## config.mk

```make
export PLATFORM = sky130hd
export DESIGN_NAME = rbd_diag
export DESIGN_NICKNAME = d
export VERILOG_FILES = /design/src/common/rbd_pkg.sv /design/src/common/rbd_slot_if.sv /design/src/verilog/rbd_slot_cmp.sv /design/src/verilog/rbd_report.sv /design/src/verilog/rbd_diag.sv
export SDC_FILE = /design/constraint.sdc
export NUM_CORES = 1
export LEC_CHECK = 0
export ABC_AREA = 1
export BUFFER_PORTS_ARGS = -buffer_cell sky130_fd_sc_hd__buf_4
export CORE_AREA = 2 2 224 226
export CTS_BUF_LIST = sky130_fd_sc_hd__clkbuf_4 sky130_fd_sc_hd__clkbuf_8
export DETAILED_ROUTE_END_ITERATION = 6
export DIE_AREA = 0 0 226 228
export SLEW_MARGIN = 40
export SYNTH_ARGS = -nofsm -noshare
export SYNTH_HDL_FRONTEND = slang
export SYNTH_SLANG_ARGS = --single-unit
export TNS_END_PERCENT = 5
```

## constraint.sdc

```tcl
create_clock -name ref_clk -period 2.1 [get_ports ref_clk]
set_clock_uncertainty 0.1 [all_clocks]
set_input_delay 0.42 -clock ref_clk [delete_from_list [all_inputs] [get_ports ref_clk]]
set_output_delay 0.42 -clock ref_clk [all_outputs]
set_load 0.02 [all_outputs]
```

## src/common/rbd_pkg.sv

```systemverilog
package rbd_pkg;
	localparam int RBD_SLOTS = 16;
	localparam int RBD_REPORT_BYTES = 15;
	localparam int RBD_TYPE_W = 8;
	// diagnostic report constants
	localparam logic [7:0] RBD_EXT_DEV_HDR = 8'h06;
	localparam logic [7:0] RBD_EXT_ID_HDR = 8'h43;
	localparam logic [7:0] RBD_NO_MASTER_ADDR = 8'hFF;
	// arbitrary neutral identity value, not a real maker code
	localparam logic [15:0] RBD_IDENT_DEFAULT = 16'h5A3C;
	// byte 1 bit positions
	localparam int RBD_S1_OTHER_MASTER = 7;
	localparam int RBD_S1_PRM_ERR = 6;
	localparam int RBD_S1_INVALID = 5;
	localparam int RBD_S1_UNSUPPORTED = 4;
	localparam int RBD_S1_EXT_PRESENT = 3;
	localparam int RBD_S1_CFG_ERR = 2;
	localparam int RBD_S1_NOT_READY = 1;
	localparam int RBD_S1_NO_RESP = 0;
	// byte 2, byte 3 and byte 8 bit positions
	localparam int RBD_S2_INACTIVE = 7;
	localparam int RBD_S2_SYNC = 5;
	localparam int RBD_S2_FREEZE = 4;
	localparam int RBD_S2_ONE = 2;
	localparam int RBD_S2_ZERO = 1;
	localparam int RBD_S2_WAIT_PRM = 0;
	localparam int RBD_S3_ZERO = 7;
	localparam int RBD_B8_REMOTE_REQ = 0;
	// register byte offsets and register bit positions
	localparam logic [7:0] RBD_OFF_CTRL = 8'h00;
	localparam logic [7:0] RBD_OFF_STATUS = 8'h04;
	localparam logic [7:0] RBD_OFF_SLOTS = 8'h08;
	localparam logic [7:0] RBD_OFF_REPORT0 = 8'h0C;
	localparam logic [7:0] RBD_OFF_REPORT3 = 8'h18;
	localparam int RBD_CTRL_LENIENT = 0;
	localparam int RBD_CTRL_SNAP = 1;
	localparam logic RBD_CTRL_LENIENT_RST = 1'b0;
	localparam int RBD_ST_POINT = 4;
	localparam int RBD_ST_OFFLINE = 5;
	localparam int RBD_ST_OUT_HOLD = 6;
	localparam int RBD_ST_OUT_OFF = 7;
	localparam int RBD_ST_IN_OFF = 8;
	localparam int RBD_ST_JUMPER = 9;
	typedef enum logic [2:0] {RBD_DISP_0, RBD_DISP_2, RBD_DISP_3, RBD_DISP_LA, RBD_DISP_UA, RBD_DISP_E} rbd_disp_t;
endpackage

```

## src/common/rbd_slot_if.sv

```systemverilog
`timescale 1ns/1ps
interface rbd_slot_if #(parameter int N = 16);
	logic [N-1:0] removed;
	logic [N-1:0] added;
	logic [N-1:0] wrong;
	logic [N-1:0] mismatch;
	logic [N-1:0] fault;
	modport cmp (output removed, output added, output wrong, output mismatch, output fault);
	modport use_side (input removed, input added, input wrong, input mismatch, input fault);
endinterface

```

## src/verilog/rbd_slot_cmp.sv

```systemverilog
`timescale 1ns/1ps
module rbd_slot_cmp #(
	parameter int N = rbd_pkg::RBD_SLOTS,
	parameter int TW = rbd_pkg::RBD_TYPE_W
) (
	input wire logic [N-1:0] cfg_present,
	input wire logic [N*TW-1:0] cfg_type,
	input wire logic [N-1:0] inst_present,
	input wire logic [N*TW-1:0] inst_type,
	input wire logic [N-1:0] inst_failed,
	rbd_slot_if.cmp slots
);
	import rbd_pkg::*;
	initial begin
		if (N < 1 || TW < 1) begin
			$error("rbd_slot_cmp: bad slot count or type width");
		end
	end
	genvar g;
	generate
		for (g = 0; g < N; g++) begin : g_slot
			logic differ;
			assign differ = cfg_type[g*TW +: TW] != inst_type[g*TW +: TW];
			assign slots.removed[g] = cfg_present[g] & ~inst_present[g];
			assign slots.added[g] = ~cfg_present[g] & inst_present[g];
			assign slots.wrong[g] = cfg_present[g] & inst_present[g] & differ;
			// a configured slot left empty also counts as a mismatched type
			assign slots.mismatch[g] = slots.removed[g] | slots.wrong[g];
			assign slots.fault[g] = slots.mismatch[g] | (cfg_present[g] & inst_failed[g]);
		end
	endgenerate
endmodule

```

## src/verilog/rbd_report.sv

```systemverilog
`timescale 1ns/1ps
module rbd_report (
	input wire logic [7:0] s1,
	input wire logic [7:0] s2,
	input wire logic prm_done,
	input wire logic [7:0] master_addr,
	input wire logic [15:0] ident,
	input wire logic remote_req,
	rbd_slot_if.use_side slots,
	output logic [rbd_pkg::RBD_REPORT_BYTES*8-1:0] report
);
	import rbd_pkg::*;
	logic [7:0] b [1:RBD_REPORT_BYTES];
	// byte k sits above byte k+1 so byte 1 leads; bit 7 of each byte is its msb
	function automatic int rbd_lsb(input int k);
		return (RBD_REPORT_BYTES - k) * 8;
	endfunction
	always_comb begin
		b[1] = s1;
		b[2] = s2;
		b[3] = 8'h00;
		b[4] = prm_done ? master_addr : RBD_NO_MASTER_ADDR;
		b[5] = ident[15:8];
		b[6] = ident[7:0];
		b[7] = RBD_EXT_DEV_HDR;
		b[8] = 8'h00;
		b[8][RBD_B8_REMOTE_REQ] = remote_req;
		b[9] = 8'h00;
		b[10] = 8'h00;
		b[11] = slots.mismatch[7:0];
		b[12] = slots.mismatch[15:8];
		b[13] = RBD_EXT_ID_HDR;
		b[14] = slots.fault[7:0];
		b[15] = slots.fault[15:8];
	end
	genvar k;
	generate
		for (k = 1; k <= RBD_REPORT_BYTES; k++) begin : g_pack
			assign report[rbd_lsb(k) +: 8] = b[k];
		end
	endgenerate
endmodule

```

## src/verilog/rbd_diag.sv

```systemverilog
`timescale 1ns/1ps
// What this block does
// - diagnostic request returns fifteen byte report
// - bit 7 is msb in every byte
// - first byte carries the station flags
// - invalid response flag always zero
// - second byte: sync, freeze, waiting parameterization
// - configured-but-inactive flag only ever zero
// - second byte bit2 one, bit1 zero
// - third byte all zero
// - byte four master address, else 255
// - bytes five-six identity, high byte first
// - byte seven header constant 0x06
// - byte eight bit0 remote port pending
// - bytes 11-12 slot mismatch bitmap
// - byte thirteen header constant 0x43
// - bytes 14-15 failed or mismatched bitmap
// - strict, removed module: offline, code 2
// - strict, added module ignored, code 0
// - strict, wrong type: offline, code a
// - lenient: 2. or 0., bad slots skipped
// - bus stopped: code 3, inputs off
// - internal failure shows A or E only
// - strict is default, mismatch blocks I/O
// - outputs off or hold per jumper
module rbd_diag #(
	parameter int TW = rbd_pkg::RBD_TYPE_W,
	parameter logic [15:0] IDENT = rbd_pkg::RBD_IDENT_DEFAULT
) (
	input wire logic ref_clk,
	input wire logic rst,
	input wire logic hsel,
	input wire logic [31:0] haddr,
	input wire logic [1:0] htrans,
	input wire logic hwrite,
	input wire logic [2:0] hsize,
	input wire logic [31:0] hwdata,
	input wire logic hready,
	output logic hreadyout,
	output logic [31:0] hrdata,
	output logic hresp,
	input wire logic [rbd_pkg::RBD_SLOTS-1:0] cfg_present,
	input wire logic [rbd_pkg::RBD_SLOTS*TW-1:0] cfg_type,
	input wire logic [rbd_pkg::RBD_SLOTS-1:0] inst_present,
	input wire logic [rbd_pkg::RBD_SLOTS*TW-1:0] inst_type,
	input wire logic [rbd_pkg::RBD_SLOTS-1:0] inst_failed,
	input wire logic prm_other_master,
	input wire logic prm_error,
	input wire logic unsupported_fn,
	input wire logic cfg_error,
	input wire logic not_ready,
	input wire logic no_response,
	input wire logic sync_mode,
	input wire logic freeze_mode,
	input wire logic wait_prm,
	input wire logic prm_done,
	input wire logic [7:0] master_addr,
	input wire logic remote_port_req,
	input wire logic bus_stop,
	input wire logic comm_lost,
	input wire logic diag_fail,
	input wire logic diag_fail_e,
	input wire logic output_off_hold_jumper,
	input wire logic slave_diag_read_instruction,
	output logic diag_valid,
	output logic [rbd_pkg::RBD_REPORT_BYTES*8-1:0] diag_report,
	output rbd_pkg::rbd_disp_t disp_code,
	output logic disp_point,
	output logic base_offline,
	output logic outputs_hold,
	output logic outputs_off,
	output logic inputs_off,
	output logic [rbd_pkg::RBD_SLOTS-1:0] io_update_en
);
	import rbd_pkg::*;
	initial begin
		if (TW < 1 || TW > 32) begin
			$error("rbd_diag: type width out of range");
		end
	end

	rbd_slot_if #(.N(RBD_SLOTS)) slots ();
	rbd_slot_cmp #(.N(RBD_SLOTS), .TW(TW)) u_cmp (
		.cfg_present(cfg_present),
		.cfg_type(cfg_type),
		.inst_present(inst_present),
		.inst_type(inst_type),
		.inst_failed(inst_failed),
		.slots(slots)
	);

	// jumper pin: two-stage synchroniser; a missing jumper reads low, i.e. off
	logic jmp_meta_q, jmp_hold_q;
	always_ff @(posedge ref_clk) begin
		if (rst) begin
			jmp_meta_q <= 1'b0;
			jmp_hold_q <= 1'b0;
		end else begin
			jmp_meta_q <= output_off_hold_jumper;
			jmp_hold_q <= jmp_meta_q;
		end
	end

	// control register and bus slave state
	logic lenient_q;
	logic snap_req_q;
	logic dph_wr_q;
	logic [7:0] dph_addr_q;
	logic aph_take;
	assign aph_take = hsel & htrans[1] & hready;
	assign hreadyout = 1'b1;
	assign hresp = 1'b0;

	always_ff @(posedge ref_clk) begin
		if (rst) begin
			dph_wr_q <= 1'b0;
			dph_addr_q <= 8'h00;
		end else begin
			dph_wr_q <= aph_take & hwrite;
			dph_addr_q <= haddr[7:0];
		end
	end

	// strict matching after reset; software opts into lenient
	always_ff @(posedge ref_clk) begin
		if (rst) begin
			lenient_q <= RBD_CTRL_LENIENT_RST;
		end else if (dph_wr_q && dph_addr_q == RBD_OFF_CTRL) begin
			lenient_q <= hwdata[RBD_CTRL_LENIENT];
		end
	end

	always_ff @(posedge ref_clk) begin
		if (rst) begin
			snap_req_q <= 1'b0;
		end else begin
			snap_req_q <= dph_wr_q && dph_addr_q == RBD_OFF_CTRL && hwdata[RBD_CTRL_SNAP];
		end
	end

	// mismatch classification
	logic any_removed, any_wrong, any_added, strict_bad, link_down;
	assign any_removed = |slots.removed;
	assign any_wrong = |slots.wrong;
	assign any_added = |slots.added;
	assign strict_bad = ~lenient_q & (any_removed | any_wrong);
	assign link_down = comm_lost | bus_stop;

	rbd_disp_t disp_d;
	always_comb begin
		if (diag_fail) begin
			disp_d = diag_fail_e ? RBD_DISP_E : RBD_DISP_UA;
		end else if (link_down) begin
			disp_d = RBD_DISP_3;
		end else if (!lenient_q && any_wrong) begin
			disp_d = RBD_DISP_LA;
		end else if (!lenient_q && any_removed) begin
			disp_d = RBD_DISP_2;
		end else if (lenient_q && (any_removed || any_wrong)) begin
			disp_d = RBD_DISP_2;
		end else begin
			// an added module alone changes nothing
			disp_d = RBD_DISP_0;
		end
	end

	always_ff @(posedge ref_clk) begin
		if (rst) begin
			disp_code <= RBD_DISP_0;
			disp_point <= 1'b0;
		end else begin
			disp_code <= disp_d;
			disp_point <= lenient_q;
		end
	end

	logic offline_d;
	assign offline_d = strict_bad | diag_fail;
	always_ff @(posedge ref_clk) begin
		if (rst) begin
			base_offline <= 1'b0;
		end else begin
			base_offline <= offline_d;
		end
	end

	// outputs follow the jumper alone whenever the base stops serving them
	always_ff @(posedge ref_clk) begin
		if (rst) begin
			outputs_hold <= 1'b0;
			outputs_off <= 1'b1;
		end else begin
			outputs_hold <= (offline_d | link_down) & jmp_hold_q;
			outputs_off <= (offline_d | link_down) & ~jmp_hold_q;
		end
	end

	always_ff @(posedge ref_clk) begin
		if (rst) begin
			inputs_off <= 1'b1;
		end else begin
			inputs_off <= link_down | offline_d;
		end
	end

	// lenient mode keeps good slots running; bad and added slots stay idle
	always_ff @(posedge ref_clk) begin
		if (rst) begin
			io_update_en <= '0;
		end else if (offline_d || link_down) begin
			io_update_en <= '0;
		end else begin
			io_update_en <= cfg_present & ~slots.mismatch;
		end
	end

	// station status bytes
	logic [7:0] s1, s2;
	always_comb begin
		s1 = 8'h00;
		s1[RBD_S1_OTHER_MASTER] = prm_other_master;
		s1[RBD_S1_PRM_ERR] = prm_error;
		s1[RBD_S1_INVALID] = 1'b0;
		s1[RBD_S1_UNSUPPORTED] = unsupported_fn;
		s1[RBD_S1_EXT_PRESENT] = 1'b1;
		s1[RBD_S1_CFG_ERR] = cfg_error | strict_bad;
		s1[RBD_S1_NOT_READY] = not_ready;
		s1[RBD_S1_NO_RESP] = no_response;
		s2 = 8'h00;
		s2[RBD_S2_INACTIVE] = 1'b0;
		s2[RBD_S2_SYNC] = sync_mode;
		s2[RBD_S2_FREEZE] = freeze_mode;
		s2[RBD_S2_ONE] = 1'b1;
		s2[RBD_S2_ZERO] = 1'b0;
		s2[RBD_S2_WAIT_PRM] = wait_prm;
	end

	logic [RBD_REPORT_BYTES*8-1:0] report_now;
	rbd_report u_rep (
		.s1(s1),
		.s2(s2),
		.prm_done(prm_done),
		.master_addr(master_addr),
		.ident(IDENT),
		.remote_req(remote_port_req),
		.slots(slots),
		.report(report_now)
	);

	// whole report latched in one edge so flags and bitmaps agree
	logic snap;
	assign snap = slave_diag_read_instruction | snap_req_q;
	always_ff @(posedge ref_clk) begin
		if (rst) begin
			diag_report <= '0;
		end else if (snap) begin
			diag_report <= report_now;
		end
	end

	always_ff @(posedge ref_clk) begin
		if (rst) begin
			diag_valid <= 1'b0;
		end else begin
			diag_valid <= snap;
		end
	end

	// read data registered at the address phase so it stands in the data phase
	logic [31:0] rd_d;
	logic [3:0] rpt_idx;
	logic [RBD_REPORT_BYTES*8+7:0] rpt_pad;
	assign rpt_pad = {diag_report, 8'h00};
	assign rpt_idx = 4'((haddr[7:0] - RBD_OFF_REPORT0) >> 2);
	always_comb begin
		rd_d = 32'h0000_0000;
		if (haddr[7:0] == RBD_OFF_CTRL) begin
			rd_d[RBD_CTRL_LENIENT] = lenient_q;
		end else if (haddr[7:0] == RBD_OFF_STATUS) begin
			rd_d[2:0] = disp_code;
			rd_d[RBD_ST_POINT] = disp_point;
			rd_d[RBD_ST_OFFLINE] = base_offline;
			rd_d[RBD_ST_OUT_HOLD] = outputs_hold;
			rd_d[RBD_ST_OUT_OFF] = outputs_off;
			rd_d[RBD_ST_IN_OFF] = inputs_off;
			rd_d[RBD_ST_JUMPER] = jmp_hold_q;
		end else if (haddr[7:0] == RBD_OFF_SLOTS) begin
			rd_d = {slots.fault, slots.mismatch};
		end else if (haddr[7:0] >= RBD_OFF_REPORT0 && haddr[7:0] <= RBD_OFF_REPORT3 && haddr[1:0] == 2'b00) begin
			// bytes 1..4 in word 0, byte 1 in the top lane; last word has a zero low lane
			rd_d = rpt_pad[(3 - rpt_idx) * 32 +: 32];
		end
	end

	always_ff @(posedge ref_clk) begin
		if (rst) begin
			hrdata <= 32'h0000_0000;
		end else if (aph_take && !hwrite) begin
			hrdata <= rd_d;
		end
	end
endmodule

```

Word-level counts from Yosys, hierarchy flattened
Cells that the tools add are included.
Word-level totals
  register bits: 135
  input bits: 403
  output and inout port bits: 179
  logic and storage cells: 200
Operators by class
  add/subtract/negate cells: 2
  $lt $le $gt $ge: 2
  eq/ne operators: 18
  shift-type cells: 1
  muxes and demuxes: 15
  bitwise operators: 128
  reduce and logical (&&, ||, !) cells: 18
Operators by type and width (count)
  8-bit inequality test: 16
  128-bit by 33-bit variable part select with 32-bit output: 1
  1-bit AND: 70
  32-bit two-way mux: 2
  1-bit bitwise OR: 38
  16-bit OR reduction: 2
  31-bit two-way mux: 1
  22-bit two-way mux: 1
  1-bit inverter: 18
  16-bit AND: 1
  8-bit zero test: 2
  16-bit inverter: 1
  8-bit by 3-bit == test with 1-bit output (second input constant): 1
  8-bit by 4-bit == test with 1-bit output (second input constant): 1
  8-bit by 4-bit >= comparator with 1-bit output (second input constant): 1
  8-bit by 5-bit less-or-equal comparator with 1-bit output (second input constant): 1
  1-bit logical AND: 8
  8-bit two-way mux: 1
  3-bit two-way mux: 2
  6-bit two-way mux: 1
  6-bit by 4-bit subtractor with 6-bit output (second input constant): 1
  1-bit two-way mux: 5
  2-bit by 4-bit subtractor with 5-bit output (first input constant): 1
  2-bit two-way mux: 2
  4 further kinds: 6

Longest topological paths before layout
  depth in word-level cells: 10
  mapped depth: 16
  gate-level depth less buffers: 16

Modules after synthesis
Synthesis repeated with hierarchy kept, for this count alone.
Second synthesis, totals
  cells, all modules: 2021
  area, all modules: 12213.0 µm²
By module, submodules not included
  rbd_diag: times used 1, cells an instance 1138, area an instance 8096.5 µm², sequential area each 3803.6 µm²
  rbd_slot_cmp: times used 1, cells an instance 752, area an instance 3203.1 µm², sequential area each 0.0 µm²
  rbd_report: times used 1, cells an instance 131, area an instance 913.4 µm², sequential area each 0.0 µm²

Worst setup path after synthesis
OpenSTA, ideal clock, no wires.
  kind: in2reg
  start point: input haddr[2]
  end point: register hrdata[22]
  setup time: 0.070 ns
  arrival: 1.736 ns
  data required time: 1.930 ns
  slack: 0.194 ns
  stages: 8
  buffers on the path: 0
  cells stage by stage: inv_1 -> ha_1 -> inv_1 -> nor2_1 -> inv_1 -> nor4_1 -> o22ai_1 -> a21oi_1
On the way
  cells in the longest elaborated chain, start to end: 7
  elaborated cells on any way between the ends: 14
  classes of those cells: 2 x add/sub; 2 x order compare; 2 x eq/ne; 1 x shift; 4 x mux; 3 x reduce/logical
Ends and longest elaborated chain
  from (decl): line rbd_diag.sv:33  | input wire logic [31:0] haddr,
  6-bit by 4-bit subtractor with 6-bit output, or another cell as far along: line rbd_diag.sv:274  | assign rpt_idx = 4'((haddr[7:0] - RBD_OFF_REPORT0) >> 2);
  2-bit by 4-bit subtractor with 5-bit output or 1-bit logical AND (tied branches): line rbd_diag.sv:291, rbd_diag.sv:289
  128-bit by 33-bit variable part select with 32-bit output or 1-bit logical AND (tied branches): line rbd_diag.sv:291, rbd_diag.sv:289
  32-bit two-way mux: line rbd_diag.sv:289  | end else if (haddr[7:0] >= RBD_OFF_REPORT0 && haddr[7:0] <= RBD_OFF_REPORT3 && haddr[1:0] == 2'b00) begin
  32-bit two-way mux: line rbd_diag.sv:287  | end else if (haddr[7:0] == RBD_OFF_SLOTS) begin
  22-bit two-way mux: line rbd_diag.sv:279  | end else if (haddr[7:0] == RBD_OFF_STATUS) begin
  31-bit two-way mux (*): line rbd_diag.sv:277  | if (haddr[7:0] == RBD_OFF_CTRL) begin
  to (signal assigned): line rbd_diag.sv:299  | hrdata <= rd_d;
  to (decl): line rbd_diag.sv:40  | output logic [31:0] hrdata,
Mark *: on every way between the ends. The rest lies on a longest branch, timed or not.
A chain may end at the register's enable or synchronous reset.

Worst setup path in the final report
  start point: input haddr[2]
  end point: register hrdata[7]
On the way
  cells in the longest elaborated chain, start to end: 7
  elaborated cells on any way between the ends: 14
  classes of those cells: 2 x add/sub; 2 x order compare; 2 x eq/ne; 1 x shift; 4 x mux; 3 x reduce/logical
Ends and longest elaborated chain (line)
  6-bit by 4-bit subtractor with 6-bit output, or another cell as far along: rbd_diag.sv:274
  2-bit by 4-bit subtractor with 5-bit output or 1-bit logical AND (tied branches): rbd_diag.sv:291, rbd_diag.sv:289
  128-bit by 33-bit variable part select with 32-bit output or 1-bit logical AND (tied branches): rbd_diag.sv:291, rbd_diag.sv:289
  32-bit two-way mux: rbd_diag.sv:289
  32-bit two-way mux: rbd_diag.sv:287
  6-bit two-way mux: rbd_diag.sv:279
  31-bit two-way mux (*): rbd_diag.sv:277
Marks and branches as above.

==> results.cfg <==
[route]
wire_per_inst_um = 18.0
via_per_inst = 3.84
firstDrtPassIters = 5
final_antenna_net_count = 0
drc = 0
wl_mm = 43.4
vias = 9272
drtIter0Drc = 444

[synthesis]
avgSynthCellArea_um2 = 6.74
synth_fa_ha_area_share_pct = 0.637
yosysTopAreaCellShare_pct = 30.8
synth_warnings = 0
ys_seq_area_share_pct = 30.8
ys_types = 43
synthSimpleGateAreaFrac_pct = 26.0
synth-seq-cells = 121
synth_top_family_by_area = simple AND/OR/NAND/NOR gates
synth_edf_count = 0
yosysTopAreaCell = dfxtp_1
synth-main-ff-cell = dfxtp_1
synth_compound_area_share_pct = 13.2
synthArstFlopShare_pct = 0
synth_top_cells_by_count = nand2_1 (302), inv_1 (158), dfxtp_1 (121)
yosysMostFrequentCell = nand2_1
synthMuxAreaShare_pct = 0.255
postSynthCellCount = 1166
synth_area_um2 = 7860
synthTopCellsByArea = dfxtp_1 (31%), nand2_1 (14%), xnor2_1 (13%)
synth-xor-area-share_pct = 12.7

[worst_setup_path]
r2r_slack_ns = 0.56
rr_worst_depth = 8
critPathCaptureType = register
critPathLaunch = haddr[2]
cp.depth = 14
r2r_end = hrdata[0]
endpoint = hrdata[7]
cp.arrival_ns = 2.23
critPathMaxStageDelay_ns = 0.21
cp_cell_sequence = buf_4 > inv_1 > ha_1 > o21ai_1 > o21ai_0 > nand2_1 > nor2_4 > nand2_2 > inv_2 > nand2_1 > a31oi_1 > buf_4 > o21ai_1 > a21oi_1
path_delay_family = buffers and inverters
cp-start-kind = input port
cp.required_ns = 2.40
crit_type = in2reg
cp_max_fo = 7
reg2reg_from = diag_report[88]
cp_slowest_cell = nor2_4
critPathBufInv = 4

[sta]
clock.fmax_mhz = 517
hold_violations = 0
period_needed_ns = 1.94
fin_crit_sh_pct = 92.2
slew_headroom_pct = 55.3
rsz0062_at_grt = yes
tightest_slew_ns = 0.665
finalMaxSlewViolations = 0
setup_violations = 0
final.setup.worst_slack_ns = 0.165

[global_routing]
grt-ovfl-total = 0
grt_max_degree = 45
grt_antenna_before_repair = 0
track_usage_pct = 16.5
first_global_vias = 9357
grt_pass1_wl_mm = 60.9

[layout]
diodes = 0
stdcell_count = 2417
fin_nets = 2139
fillCellCount = 5470
syn_to_final_growth_pct = 67.5
drive_above_1_share_pct = 38.1
postLayoutCoreUtil_pct = 26.7

[cts]
cts-resized-gates = 0
cts_tree = built
numClockSinks = 121
cts_made_buffers = 17
cts-root-buf = clkbuf_8
cts_hold_buf = 0
post-cts-setup-buffer-count = 0
htreeDepth = 4
path_clk_slew_ns = 0.08
clockBufferDepth = 2
clkLatencyLatePin_ns = 0.47

[power_and_ir_drop]
powerDensity_nw_per_um2 = 518
vdd_drop_max_uv = 298
leakage_nw = 6.63

[floorplan]
die_width_um = 226
dieArea_um2 = 51500
core_region_area_um2 = 49300
ioPinCount = 582
rows = 82
die_h_um = 228
start_util_pct = 15.9

[placed_design]
port_buffers = 466
dp_cells = 2385
hpwl_mm = 38.2
gp_congestion = 0.918
dp_slack_ns = -0.408

[hold_path]
hold_class = in2reg
hp-start = haddr[1]

[run]
max_cap_viol_count = 0

[run_status]
status = complete, no violations
-- final cells by class --
cell class                 instances  area, um^2  area share, %
timing repair buffer             591        4450           33.8
tap                              672         841           6.39
clock inverter                    14         185           1.41
inverter                         166         629           4.78
sequential                       121        2420           18.4
clock buffer                      18         241           1.83
multi-input combinational        835        4390           33.4
-- stage by stage --
stage	total power [mW]	setup TNS (ns)	area (um^2)	hold slack [ns]
final	6.81	0	13200	0.0835
after global routing	7.18	-0.0148	13200	0.0626
after CTS	6.90	0	13100	0.0578
after detailed placement	4.53	-12.20	12700	0.298
after global placement	4.51	-10.09	12700	0.305
after floorplan	3.45	0	8070	0.288
-- layout by cell type, fill, tap and decap left out, drive strengths merged, types with 3 or more instances in the layout --
master      n
o211ai     27
clkinvlp    3
o21ai      61
dfxtp     121
a31oi       5
buf       591
o22ai       4
ha          4
inv       169
nand2     310
nor3       30
xnor2     114
nor2      100
nor4        3
bufinv      3
a21oi      47
conb       57
clkbuf     18
or2         6
nand4       7
a211oi      8
a22oi      10
clkinv      5
nand3      28
o2111ai     4
-- worst min path at each step --
stage	depth (start not counted)	to	slack, ns
after global routing	3	jmp_meta_q	0.06
final	3	dph_addr_q[1]	0.08
after global placement	2	jmp_hold_q	0.31
after floorplan	2	jmp_hold_q	0.29
after CTS	3	dph_addr_q[1]	0.06
after detailed placement	2	jmp_hold_q	0.30
-- sequential cells by signal (all words and copies together) (netlist names) --
name          cells
dph_wr_q          1
dph_addr_q        8
jmp_meta_q        1
diag_valid        1
io_update_en     16
inputs_off        1
snap_req_q        1
jmp_hold_q        1
outputs_off       1
lenient_q         1
outputs_hold      1
disp_point        1
base_offline      1
disp_code         3
hrdata           32
diag_report      51
-- tightest hold or removal path: cells and delay by family --
family,cells,cell delay (ns)
AND/OR/NAND/NOR,1,0.06
buffers and inverters,2,0.12
-- power breakdown --
group	switching [mW]	internal [mW]
Sequential	0.0842	2.38
Combinational	1.02	0.975
Clock	1.14	1.22
-- cells by family after synthesis --
group,after synthesis
DFF,121
and+or+nand+nor,484
AOI/OAI and AO/OA,174
buffers and inverters,265
other,2
xor gates and xnor gates,114
muxes,2
adders and majority gates,4
-- metal layers --
layer	up-vias	routed length (um)	track usage (%)
met5	-	0	0
met4	0	520	2.96
met3	25	3110	4.01
met2	382	20100	27.3
met1	4193	19700	21.7
li1	4672	-	-
Note: power is estimated with default switching activity, not from simulation.
